--- src/bmx_pkg.sv ---
// package for the bank mux source enable block
package bmx_pkg;
  localparam logic [11:0] ADDR_ENABLE = 12'h000; // gate register
  localparam logic [11:0] ADDR_MODE   = 12'h004; // bank 4..6 mode and selectors
  localparam logic [31:0] ENABLE_RESET = 32'hFFFFE000;
  localparam logic [31:0] ENABLE_MASK  = 32'hFFFFE000; // bits 12..0 lie elsewhere
  localparam int BIT_XO_B5    = 31;
  localparam int BIT_REF2_B6  = 30;
  localparam int BIT_REF2_B5  = 29;
  localparam int BIT_REF2_B4  = 28;
  localparam int BIT_REF0_B6  = 27;
  localparam int BIT_REF0_B5  = 26;
  localparam int BIT_REF0_B4  = 25;
  localparam int BIT_FRAC2_B6 = 24;
  localparam int BIT_FRAC2_B5 = 23;
  localparam int BIT_FRAC2_B4 = 22;
  localparam int BIT_FRAC1_B6 = 20;
  localparam int BIT_FRAC1_B5 = 19;
  localparam int BIT_FRAC1_B4 = 18;
  // mode register layout, one byte per bank 4..6 at byte (bank-4)
  localparam int MODE_AUTO_BIT = 7;  // auto fanout buffer mode
  localparam int MODE_FAN_LSB  = 4;  // fanout source selector, 2 bits
  localparam int MODE_SRC_LSB  = 0;  // output source selector, 3 bits
  localparam logic [1:0] FAN_REF0  = 2'h1;
  localparam logic [1:0] FAN_REF2  = 2'h2;
  localparam logic [2:0] SRC_FRAC1 = 3'h5;
  localparam logic [2:0] SRC_FRAC2 = 3'h6;
  localparam logic [23:0] MODE_RESET = 24'h000000;
  localparam logic [23:0] MODE_MASK  = 24'hB7B7B7;
endpackage

--- src/bmx_bank_auto.sv ---
// per-bank automatic takeover decode for banks 4..6
`timescale 1ns/100ps
module bmx_bank_auto
  import bmx_pkg::*;
(
  input  wire logic [7:0] i_mode,
  output logic            o_own_ref0,
  output logic            o_own_ref2,
  output logic            o_own_frac1,
  output logic            o_own_frac2,
  output logic            o_sel_ref0,
  output logic            o_sel_ref2,
  output logic            o_sel_frac1,
  output logic            o_sel_frac2
);
  logic       auto_on;
  logic [1:0] fan_sel;
  logic [2:0] src_sel;
  // field extraction
  assign auto_on = i_mode[MODE_AUTO_BIT];
  assign fan_sel = i_mode[MODE_FAN_LSB +: 2];
  assign src_sel = i_mode[MODE_SRC_LSB +: 3];
  // ownership by selector value
  assign o_own_ref2  = auto_on & (fan_sel == FAN_REF2);
  assign o_own_ref0  = auto_on & (fan_sel == FAN_REF0);
  assign o_own_frac2 = auto_on & (src_sel == SRC_FRAC2);
  assign o_own_frac1 = auto_on & (src_sel == SRC_FRAC1);
  // mux selection value: the selected source is enabled
  assign o_sel_ref2  = o_own_ref2;
  assign o_sel_ref0  = o_own_ref0;
  assign o_sel_frac2 = o_own_frac2;
  assign o_sel_frac1 = o_own_frac1;
endmodule

--- src/bmx_top.sv ---
// apb register block for bank mux source enables
//
// The APB slave port and the register offsets were chosen for this implementation.
`timescale 1ns/100ps
module bmx_top
  import bmx_pkg::*;
(
  input  wire logic        I_CLK_SYS,
  input  wire logic        I_SRST,
  input  wire logic        i_psel,
  input  wire logic        i_penable,
  input  wire logic        i_pwrite,
  input  wire logic [11:0] i_paddr,
  input  wire logic [31:0] i_pwdata,
  output logic      [31:0] o_prdata,
  output logic             o_pready,
  output logic             o_pslverr,
  output logic      [31:0] O_GATES,
  output logic      [23:0] O_BANK_MODE
);
  logic [31:0] sw_gates;
  logic [31:0] own_mask;
  logic [31:0] own_val;
  logic [31:0] next_gates;
  logic [23:0] mode;
  logic [3:0]  own [3];
  logic [3:0]  sel [3];
  logic        wr_acc;
  logic        rd_setup;
  logic        hit;
  logic [31:0] eff_gates;

  // register decode, shared by write, read and error paths
  function automatic logic addr_is(input logic [11:0] a, input logic [11:0] reg_addr);
    return a == reg_addr;
  endfunction

  // takeover decode for banks 4, 5, 6
  genvar g;
  generate
    for (g = 0; g < 3; g++)
    begin : g_bank
      bmx_bank_auto u_auto (
        .i_mode      (mode[8*g +: 8]),
        .o_own_ref0  (own[g][0]),
        .o_own_ref2  (own[g][1]),
        .o_own_frac1 (own[g][2]),
        .o_own_frac2 (own[g][3]),
        .o_sel_ref0  (sel[g][0]),
        .o_sel_ref2  (sel[g][1]),
        .o_sel_frac1 (sel[g][2]),
        .o_sel_frac2 (sel[g][3])
      );
    end
  endgenerate

  // hardware owned bits; banks 0..3 never appear here
  always_comb
  begin
    own_mask = 32'h00000000;
    own_val  = 32'h00000000;
    own_mask[BIT_REF2_B4]  = own[0][1];
    own_mask[BIT_REF2_B5]  = own[1][1];
    own_mask[BIT_REF2_B6]  = own[2][1];
    own_mask[BIT_REF0_B4]  = own[0][0];
    own_mask[BIT_REF0_B5]  = own[1][0];
    own_mask[BIT_REF0_B6]  = own[2][0];
    own_mask[BIT_FRAC2_B4] = own[0][3];
    own_mask[BIT_FRAC2_B5] = own[1][3];
    own_mask[BIT_FRAC2_B6] = own[2][3];
    own_mask[BIT_FRAC1_B4] = own[0][2];
    own_mask[BIT_FRAC1_B5] = own[1][2];
    own_mask[BIT_FRAC1_B6] = own[2][2];
    own_val[BIT_REF2_B4]   = sel[0][1];
    own_val[BIT_REF2_B5]   = sel[1][1];
    own_val[BIT_REF2_B6]   = sel[2][1];
    own_val[BIT_REF0_B4]   = sel[0][0];
    own_val[BIT_REF0_B5]   = sel[1][0];
    own_val[BIT_REF0_B6]   = sel[2][0];
    own_val[BIT_FRAC2_B4]  = sel[0][3];
    own_val[BIT_FRAC2_B5]  = sel[1][3];
    own_val[BIT_FRAC2_B6]  = sel[2][3];
    own_val[BIT_FRAC1_B4]  = sel[0][2];
    own_val[BIT_FRAC1_B5]  = sel[1][2];
    own_val[BIT_FRAC1_B6]  = sel[2][2];
  end

  // apb access strobe, zero wait states
  assign wr_acc    = i_psel & i_penable & i_pwrite;
  assign rd_setup  = i_psel & ~i_penable & ~i_pwrite;
  assign hit       = addr_is(i_paddr, ADDR_ENABLE) | addr_is(i_paddr, ADDR_MODE);
  assign o_pready  = 1'b1;
  assign o_pslverr = i_psel & i_penable & ~hit;

  // software value; owned bits ignore writes
  always_comb
  begin
    next_gates = sw_gates;
    if (wr_acc && addr_is(i_paddr, ADDR_ENABLE))
      next_gates = (i_pwdata & ENABLE_MASK & ~own_mask) | (sw_gates & own_mask);
  end

  // gate register, all documented bits default enabled
  always_ff @(posedge I_CLK_SYS)
  begin
    if (I_SRST)
      sw_gates <= ENABLE_RESET;
    else
      sw_gates <= next_gates;
  end

  // bank mode register
  always_ff @(posedge I_CLK_SYS)
  begin
    if (I_SRST)
      mode <= MODE_RESET;
    else if (wr_acc && addr_is(i_paddr, ADDR_MODE))
      mode <= i_pwdata[23:0] & MODE_MASK;
  end

  // effective gates: hardware value where owned
  always_ff @(posedge I_CLK_SYS)
  begin
    if (I_SRST)
      O_GATES <= ENABLE_RESET;
    else
      O_GATES <= (next_gates & ~own_mask) | own_val;
  end

  assign O_BANK_MODE = mode;

  // effective gates from the current software value and current mode
  assign eff_gates = (sw_gates & ~own_mask) | own_val;

  // read data from a flop, loaded at the setup edge so it stands through the access phase
  always_ff @(posedge I_CLK_SYS)
  begin
    if (I_SRST)
      o_prdata <= 32'h00000000;
    else if (rd_setup && addr_is(i_paddr, ADDR_ENABLE))
      o_prdata <= eff_gates;
    else if (rd_setup && addr_is(i_paddr, ADDR_MODE))
      o_prdata <= {8'h00, mode};
    else if (rd_setup)
      o_prdata <= 32'h00000000;
  end
endmodule

--- config.mk ---
export PLATFORM = sky130hd
export DESIGN_NAME = bmx_top
export DESIGN_NICKNAME = d
export VERILOG_FILES = /design/src/bmx_pkg.sv /design/src/bmx_bank_auto.sv /design/src/bmx_top.sv
export SDC_FILE = /design/constraint.sdc
export NUM_CORES = 1
export LEC_CHECK = 0
export BUFFER_PORTS_ARGS = -buffer_cell sky130_fd_sc_hd__buf_2
export CAP_MARGIN = 20
export CORE_MARGIN = 1.5
export CORE_UTILIZATION = 53
export CTS_BUF_LIST = sky130_fd_sc_hd__clkbuf_4 sky130_fd_sc_hd__clkbuf_8
export CTS_CLUSTER_SIZE = 28
export DETAILED_ROUTE_END_ITERATION = 7
export GPL_TIMING_DRIVEN = 0
export PLACE_DENSITY = 0.87
export SLEW_MARGIN = 0
export SYNTH_ARGS = -nofsm -noshare
export SYNTH_HDL_FRONTEND = slang
export SYNTH_SLANG_ARGS = --single-unit
--- constraint.sdc ---
create_clock -name I_CLK_SYS -period 5.5 [get_ports I_CLK_SYS]
set_clock_uncertainty 0.2 [all_clocks]
set_input_delay 0.275 -clock I_CLK_SYS [delete_from_list [all_inputs] [get_ports I_CLK_SYS]]
set_output_delay 0.275 -clock I_CLK_SYS [all_outputs]
set_load 0.05 [all_outputs]
== Word-level counts from Yosys, hierarchy flattened ==
Cells that the tools add are included.
Storage, ports and cells
  flip-flop bits (word level): 114
  input bits: 49
Cells by class
  equal/unequal tests: 13
  mux-type cells: 4
  bitwise gates (word level): 29
  reduce and logical (&&, ||, !) cells: 6
Operators by type and width (count)
  $mux W32: 4
  $and A32 B32 Y32: 3
  $or A32 B31 Y32: 2
  $and A32 B31 Y32: 1
  $not A31 Y32: 1
  $or A32 B32 Y32: 1
  $eq A3 B3 Y1 const B: 6
  $and A1 B1 Y1: 17
  $eq A12 B3 Y1 const B: 1
  $logic_not A12 Y1: 1
  $eq A2 B1 Y1 const B: 3
  $eq A2 B2 Y1 const B: 3
  $logic_and A1 B1 Y1: 4
  $not A1 Y1: 3
  $reduce_bool A3 Y1: 1
  $or A1 B1 Y1: 1

== Longest topological paths before layout ==
Gate-level depths: netlist (run 1).
  depth in word-level cells: 8
  gate-level depth with buffers: 6

== By module ==
From an unflattened synthesis (run 1), not the netlist that was laid out.
Unflattened totals
  cell total of the unflattened synthesis: 390
  area total of the unflattened synthesis: 3582.2 sq um
Modules (own cells, without submodules)
  bmx_top: times used 1, cells each 366, area an instance 3372.0 sq um
  bmx_bank_auto: times used 3, cells each 8, area an instance 70.1 sq um

== Worst setup path before layout (run 1) ==
OpenSTA, ideal clock, no wires.
  path kind: input-to-reg
  start point: input i_paddr[5]
  end point: register O_GATES[23]
  library setup time: 0.128 ns
  arrival time: 1.782 ns
  data required time: 5.172 ns
  slack: 3.390 ns
  stages: 6
  cell sequence: or4_4 or4_1 buf_2 buf_6 nand2_1 nand4b_1
Between the ends
  longest elaborated chain between the ends: 5
Ends and longest elaborated chain
  from (decl): line bmx_top.sv:13  | input wire logic [11:0] i_paddr,
  $logic_not A12 Y1: line bmx_top.sv:35  | return a == reg_addr;
  $logic_and A1 B1 Y1: line bmx_top.sv:99  | if (wr_acc && addr_is(i_paddr, ADDR_ENABLE))
  $mux W32: line bmx_top.sv:99
  $and A32 B32 Y32: line bmx_top.sv:127  | O_GATES <= (next_gates & ~own_mask) | own_val;
  $or A32 B31 Y32: line bmx_top.sv:127
  to (signal assigned): line bmx_top.sv:127
  to (decl): line bmx_top.sv:18  | output logic [31:0] O_GATES,
No other way between the ends.
A chain may end at the register's enable or synchronous reset.

== Worst setup path in the final report (run 1) ==
  start point: input i_paddr[5]
  end point: register sw_gates[14]
Between the ends
  longest elaborated chain between the ends: 3
Ends and longest elaborated chain
  $logic_not A12 Y1: line bmx_top.sv:35
  $logic_and A1 B1 Y1: line bmx_top.sv:99
  $mux W32: line bmx_top.sv:99
  to (signal assigned): line bmx_top.sv:109  | sw_gates <= next_gates;
  to (decl): line bmx_top.sv:21  | logic [31:0] sw_gates;
No other way between the ends.

==> run summary, run 1 <==
The flow ran to the end, and the final reports show no timing, DRC or antenna violations. The net switching power of the design is 0.000293 W. Clock-pin slew was measured on the worst setup and hold paths at 0.08 ns. The I/O pin count is 139.

The root buffer cell chosen for the clock tree is clkbuf_8. The average vias per placed instance is 5.23. The first-pass GRT wire length came out at 13,500 um. The deepest clock path buffer count is 2. For the worst setup path, the data required time is 5.59 ns.

The achievable frequency came out at 469 MHz. The depth of the CTS H-tree came out at 3. The congestion estimate from routability-driven global placement came to 0.832.

The effective utilization at floorplan is 55.3%. The initialized floorplan defines 28 standard-cell rows. 0 antenna diodes ended up in the layout. The mean instance size in the synthesized netlist came out at 9.66 um^2.

Across the run, the number of max-cap violations was 0. The die covers 6730 um^2. The total power divided by cell area is 246 nW/um^2. After the first detailed-routing iteration, the DRC count stood at 253. Wires add up to 8920 um. Across every metal layer, demand over resource in global routing totals 27.3%.

After layout, the minimum clock period comes to 2.13 ns. The top cell types in the final layout, fill and taps aside, are 115 x buf_2, 78 x dfxtp_1, 58 x nand2_1, 32 x buf_4, 29 x dlygate4sd3_1. The class of the tightest hold or removal check is flop to flop. The fraction of the yosys area taken by sequential cells is 47.1%. The number of inserted filler cells in the final layout is 418. The final net count is 565. The clock net in this run drives a total of 78 sinks.

The total count of max-transition violations in the final report came out at 0. STA classifies the critical path startpoint as an input pin. The DRC violations left is 0. After detailed routing, the average wire length per cell comes to 15.0 um.

The clock insertion delay at the later pin of the skew report is 0.36 ns. Entering global routing, the biggest net connects 16 pins. The first detailed-routing pass ran for 4 iterations. The total number of vias is 3,120. The portion of total power attributed to combinational logic is 9.8%. The via count of the first global-routing pass is 2,848. The pin slew with the least headroom to its limit came out at 0.749 ns. The peak supply drop is 0.197 mV.

The biggest area contributor in the post-synthesis netlist is dfxtp_1. The final setup TNS is 0 ns. After global routing the overflow that remains totals 0.

Setup repair after global routing left no endpoint under its margin. The switching power as a share of total power is 26.3%. Of the available clock period, the critical path in the final layout requires 38.8%. The number of warning messages in the yosys log is 0. The clock group share of total power came out at 39.6%. The total non-filler cell area in the finished layout came out at 4540 um^2. The total leakage power is 2.10 nW. The final number of setup-violating endpoints is 0. The ratio of cells with drive above 1 in the final layout is 33.2%. The synthesized instance count is 343.

Counting flops and latches in the post-synthesis netlist gives 78. Leaving out fill and tap cells, the most frequent cell in the layout is buf_2. The CTS tree is built. During placement, the flow inserted port buffers numbering 112.

The maximum net fanout on the critical path is 10. The final antenna-violating net count came out at 0. The initial antenna violation count is 0. Internal power comes to 0.000823 W. For this run, the share of the core covered by cells in the final layout is 75.8%. The area added between synthesis and finish came out at 37.1%. The final hold violation count is 0.

The worst setup path is captured at a flop. The number of resized instances in the post-cts repair step came out at 0. The part of the total power dissipated in sequential elements came out at 50.5%. The core region is 5990 um^2. The kind of critical path is input pin to flop. The number of library cell types mapped by synthesis came out at 29. Headroom to the max-slew limit came out at 50.1%. The cell area after placement is 4050 um^2. The arrival time of the worst setup path is 2.23 ns.

The total CTS buffers came out at 9. The design draws 0.00112 W. The top-area cell type share of the netlist area came out at 47.1%. The horizontal extent of the die came out at 82.1 um. The summed instance area of the synthesized netlist is 3310 um^2. The HPWL after detailed placement came out at 6010 um. After synthesis, the cell types taking the most area are dfxtp_1 47%, buf_4 7.3%, mux2i_1 7.0%, nand2_1 6.6%, nand4b_1 5.0%.

The y dimension of the die came out at 82.1 um.
==> power by group through the flow <==
stage               Sequential, W  Clock (W)  Combinational [W]
floorplan                0.000578          0          0.0000656
global placement         0.000577          0          0.0000906
detailed placement       0.000577          0          0.0000919
CTS                      0.000564   0.000445           0.000108
global route             0.000564   0.000468           0.000116
finish                   0.000564   0.000442           0.000110
==> final timing paths <==
path / from / cells after the start / to / slack, ns
min reg2reg: o_prdata[16]$_SDFFE_PP0P_ / 2 / o_prdata[16]$_SDFFE_PP0P_ / 0.25
max reg2reg: O_BANK_MODE[12]$_SDFFE_PP0P_ / 3 / sw_gates[29]$_SDFF_PP1_ / 4.08
max: i_paddr[5] / 7 / sw_gates[14]$_SDFFE_PP1N_ / 3.37
min: o_prdata[16]$_SDFFE_PP0P_ / 2 / o_prdata[16]$_SDFFE_PP0P_ / 0.25
==> critical path: stages <==
cell	delay, ns
buf_2	0.10
or4_4	0.57
nor4_4	0.53
buf_4	0.27
buf_2	0.26
nand2_1	0.11
nand3b_1	0.11
==> routing by layer <==
layer / global-route usage [%] / vias up / share of wire, %
li1: - / 1501 / -
met1: 32.2 / 1481 / 40
met2: 46.1 / 121 / 51
met3: 7.89 / 17 / 6.9
met4: 11.2 / 0 / 2.0
met5: 0 / - / 0
==> sequential cells by signal, indices dropped and copies added (netlist names) <==
signal       count
O_GATES         12
o_prdata        29
O_BANK_MODE     18
sw_gates        19
==> timing repair <==
| item | CTS | global route |
|---|---|---|
| hold endpoints to repair | 44 | 0 |
| hold buffers | 29 | 0 |
| buffers inserted | 0 | 0 |
==> cell usage after synthesis <==
cell type  number
a21boi_0        4
nor2_1         23
clkbuf_1       10
conb_1          2
or4_1           1
nor4_1          1
buf_2           3
a22o_1         12
or3_1           1
nand4b_1       19
nand2_1        58
nand2b_4        1
o21ai_0        20
nand4_1         1
buf_4          32
a21boi_1        8
nor2_8          1
mux2i_1        23
nor3b_1         1
nor4_4          1
nand3b_1       13
a311o_1        12
nor2b_1         9
inv_1           1
o311a_1         1
or4_4           3
buf_6           3
or4b_2          1
dfxtp_1        78
==> area by class of cell <==
type / instances / area, um^2 / area share [%]
plain buffers: 48 / 327 / 7.19
inverters: 1 / 3.75 / 0.0827
multi-input cells: 237 / 1500 / 33.0
repair buffers: 141 / 851 / 18.7
flip-flops and latches: 78 / 1560 / 34.4
well taps: 75 / 93.8 / 2.07
clock buffers: 9 / 124 / 2.73
clock inverters: 7 / 80.1 / 1.76
==> stage by stage <==
step | hold WS [ns] | std cells | setup slack, ns
floorplan | 0.199 | 364 | 3.39
global placement | 0.231 | 551 | 3.09
finish | 0.254 | 596 | 3.37
global route | 0.292 | 596 | 3.34
CTS | 0.257 | 596 | 3.41
detailed placement | 0.237 | 551 | 3.04
==> logic make-up after synthesis <==
family / Yosys count / synth area share (%)
other cells: 2 / 0.227
flops: 78 / 47.1
buf+inv: 49 / 9.97
simple gates: 134 / 22.9
compound gates: 57 / 12.8
mux: 23 / 6.95
Power figures use the tool's default switching activity.
==> run 2: changes to the inputs <==
--- a/config.mk
+++ b/config.mk
@@ -8,12 +8,12 @@
 export BUFFER_PORTS_ARGS = -buffer_cell sky130_fd_sc_hd__buf_2
 export CAP_MARGIN = 20
 export CORE_MARGIN = 1.5
-export CORE_UTILIZATION = 53
+export CORE_UTILIZATION = 45
 export CTS_BUF_LIST = sky130_fd_sc_hd__clkbuf_4 sky130_fd_sc_hd__clkbuf_8
 export CTS_CLUSTER_SIZE = 28
 export DETAILED_ROUTE_END_ITERATION = 7
 export GPL_TIMING_DRIVEN = 0
-export PLACE_DENSITY = 0.87
+export PLACE_DENSITY = 0.79
 export SLEW_MARGIN = 0
 export SYNTH_ARGS = -nofsm -noshare
 export SYNTH_HDL_FRONTEND = slang
==> constraint.sdc (replaced) <==
create_clock -name I_CLK_SYS -period 1.9 [get_ports I_CLK_SYS]
set_clock_uncertainty 0.2 [all_clocks]
set_input_delay 0.095 -clock I_CLK_SYS [delete_from_list [all_inputs] [get_ports I_CLK_SYS]]
set_output_delay 0.095 -clock I_CLK_SYS [all_outputs]
set_load 0.05 [all_outputs]
==> run 2 against run 1 <==
Via count decreased by 0.51%; sequential share of layout area decreased by 0.87 points; final area increased by 2.6%; die area increased by 17%; register-to-register slack got worse by 3.7 ns.
==> run summary, run 2 (synthesis gave the netlist of run 1 again) <==
The utilization of the core after routing is 64.9% (-11 points). The number of max-capacitance violations reported came out at 0 (unchanged). The HPWL after detailed placement came to 6170 um (+2.6%).

The via count of the first global-routing pass was 2,876 (+0.98%). The depth of the CTS H-tree came out at 3 (unchanged). The total number of vias is 3,104 (-0.51%). The path depth of the worst reg2reg path is 2 (-1).

The total non-filler cell area in the finished layout was 4660 um^2 (+2.6%). The remaining global-route overflow came out at 0 (unchanged). The family with the most delay on the worst path is simple AND/OR/NAND/NOR gates.

The die area is 7880 um^2 (+17%). The flow ran to the end, and the final reports show no timing, DRC or antenna violations. The largest individual stage delay along the critical path comes from the cell or4_4. The final antenna-violating net count came out at 0 (unchanged). The core area is 7180 um^2 (+20%). The final hold violation count came to 0 (unchanged). The deepest clock path buffer count is 2 (unchanged). The clock insertion delay at the later pin of the skew report was 0.36 ns (about the same). Setup repair after global routing left no endpoint under its margin. The cell area after placement came to 4090 um^2 (+0.99%). The total instance count after detailed placement came out at 575 (+4.4%). The maximum net fanout on the critical path is 10 (unchanged). The total leakage power was 2.15 nW (+2.6%).

The average vias per placed instance came out at 4.97 (-5.1%). The flip-flop count of the largest register, all copies and words added came to 29 (unchanged). The worst hold path depth came to 3 (+1).

The clock sink total came to 78 (unchanged). The class of the tightest hold or removal check is input pin to flop. The relative slew slack is 56.8% (+6.7 points). The largest net degree at the start of global routing is 14 (-2).

The achievable frequency is 562 MHz. The final setup TNS is 0 ns (unchanged). The number of buffers inserted by port buffering is 112 (unchanged). The number of inserted filler cells in the final layout is 591 (+41%). The initial antenna violation count is 0 (unchanged). The post-layout worst setup margin came out at 0.120 ns (-3.25 ns). The number of iterations in the first detailed-routing pass is 4 (unchanged). The y dimension of the die is 88.8 um (+8.2%).

The clock edge transition at the registers on the reported setup and hold paths was 0.08 ns (about the same). The area added between synthesis and finish is 40.6%. Leaving out fill and tap cells, the most frequent cells in the layout are 113 x buf_2, 78 x dfxtp_1, 58 x nand2_1, 37 x buf_4, 29 x dlygate4sd3_1. The diode insertion count for antenna repair came out at 0 (unchanged). The worst setup path is launched from an input pin. TritonCTS built the clock tree. The total CTS buffers came out at 9 (unchanged). The horizontal extent of the die came out at 88.8 um (+8.2%). The final number of setup-violating endpoints came to 0 (unchanged). The largest stage delay on the critical path is 0.57 ns (about the same).

The detailed-route wire length came out at 9050 um (+1.4%). The mean routed wirelength per cell came out at 14.5 um (-3.3%). The peak supply drop is 0.384 mV (+95%).

The buffering stage count on the worst path with inverters included is 2 (-1). The smallest clock period supported by the final layout is computed as 1.78 ns. The final cell count without fillers is 625 (+4.9%). The register name with the most flops is o_prdata. The total count of max-transition violations in the final report was 0 (unchanged). The number of violations reported at the end of detailed-routing iteration 0 was 152 (-40%). The first-pass GRT wire length is 13,600 um (+0.82%). The number of placement rows is 31 (+11%). The ratio of cells with drive above 1 in the final layout is 34.0% (+0.83 points). The signal on the critical path passes through buf_2 > or4_4 > nor4_4 > buf_4 > a21boi_1 > a311o_1. The DRC violations left is 0 (unchanged). The I/O pin count came out at 139 (unchanged).

The effective utilization at floorplan came out at 46.2% (-9.1 points). The global placer's final weighted congestion is 0.797 (-4.2%). The final critical-path share of the clock period came out at 93.7%. The critical path is of the input pin to flop type. The cell sitting at the root of the clock tree is a clkbuf_8. The final net count came out at 570 (+0.88%).

The count of cell instances traversed by the critical path was 6 (-1). The arrival time of the worst setup path was 1.83 ns (-0.40 ns). The all-layer global routing usage is 23.2% (-4.1 points). The pin slew with the least headroom to its limit came out at 0.648 ns (-0.101 ns). The data required time of the critical path is 1.95 ns (-3.64 ns). Leaving out fill and tap cells, the most frequent cell in the layout is buf_2.

The worst setup path is captured at a flop. The placement-stage worst setup slack is -0.381 ns (-3.42 ns). The total power divided by cell area was 735 nW/um^2 (+200%).
run 2: worst paths after layout:
check                               start                           end  slack, ns
max                            i_paddr[0]       sw_gates[28]$_SDFF_PP1_       0.12
max reg2reg  O_BANK_MODE[15]$_SDFFE_PP0P_       sw_gates[19]$_SDFF_PP1_       0.40
min reg2reg     o_prdata[27]$_SDFFE_PP0P_     o_prdata[27]$_SDFFE_PP0P_       0.25
min                                I_SRST  O_BANK_MODE[23]$_SDFFE_PP0P_       0.10
run 2: tightest hold or removal path, stage by stage:
cell	delay [ns]
buf_2	0.14
clkbuf_1	0.25
nor2_1	0.15
run 2: layout make-up:
type	count	area, um^2	area share (%)
buffer	48	335	7.20
clock buffer	12	165	3.55
clock inverter	4	76.3	1.64
inverter	1	3.75	0.0806
multi-input combinational	237	1500	32.3
sequential	78	1560	33.5
tap	99	124	2.66
timing repair buffer	146	888	19.1
run 2: routing by layer:
| layer | vias to the layer above | routed length [um] | track usage (%) |
|---|---|---|---|
| li1 | 1513 | - | - |
| met1 | 1454 | 3850 | 28.2 |
| met2 | 125 | 4450 | 38.9 |
| met3 | 12 | 603 | 3.73 |
| met4 | 0 | 142 | 13.4 |
| met5 | - | 0 | 0 |
run 2: metrics by stage:
step / hold WS (ns) / power (W)
after global placement: 0.105 / 0.00194
after detailed placement: 0.119 / 0.00194
after floorplan: 0.0189 / 0.00186
final: 0.104 / 0.00342
after global routing: 0.128 / 0.00353
after CTS: 0.0753 / 0.00343
run 2: report_power, final:
| group | internal, W | switching (W) | total [W] | leakage (nW) |
|---|---|---|---|---|
| sequential | 0.00163 | 0.0000000447 | 0.00163 | 0.629 |
| clock | 0.000852 | 0.000621 | 0.00147 | 0.119 |
| combinational | 0.000126 | 0.000191 | 0.000318 | 1.41 |
run 2: timing repair:
action / 4_1_cts / 5_1_grt
pin swaps: 1 / 1
resized for setup: 0 / 1
hold buffers: 29 / 0
setup endpoints to repair: 5 / 3
setup buffers: 2 / 3
endpoints found under the hold margin: 49 / 0
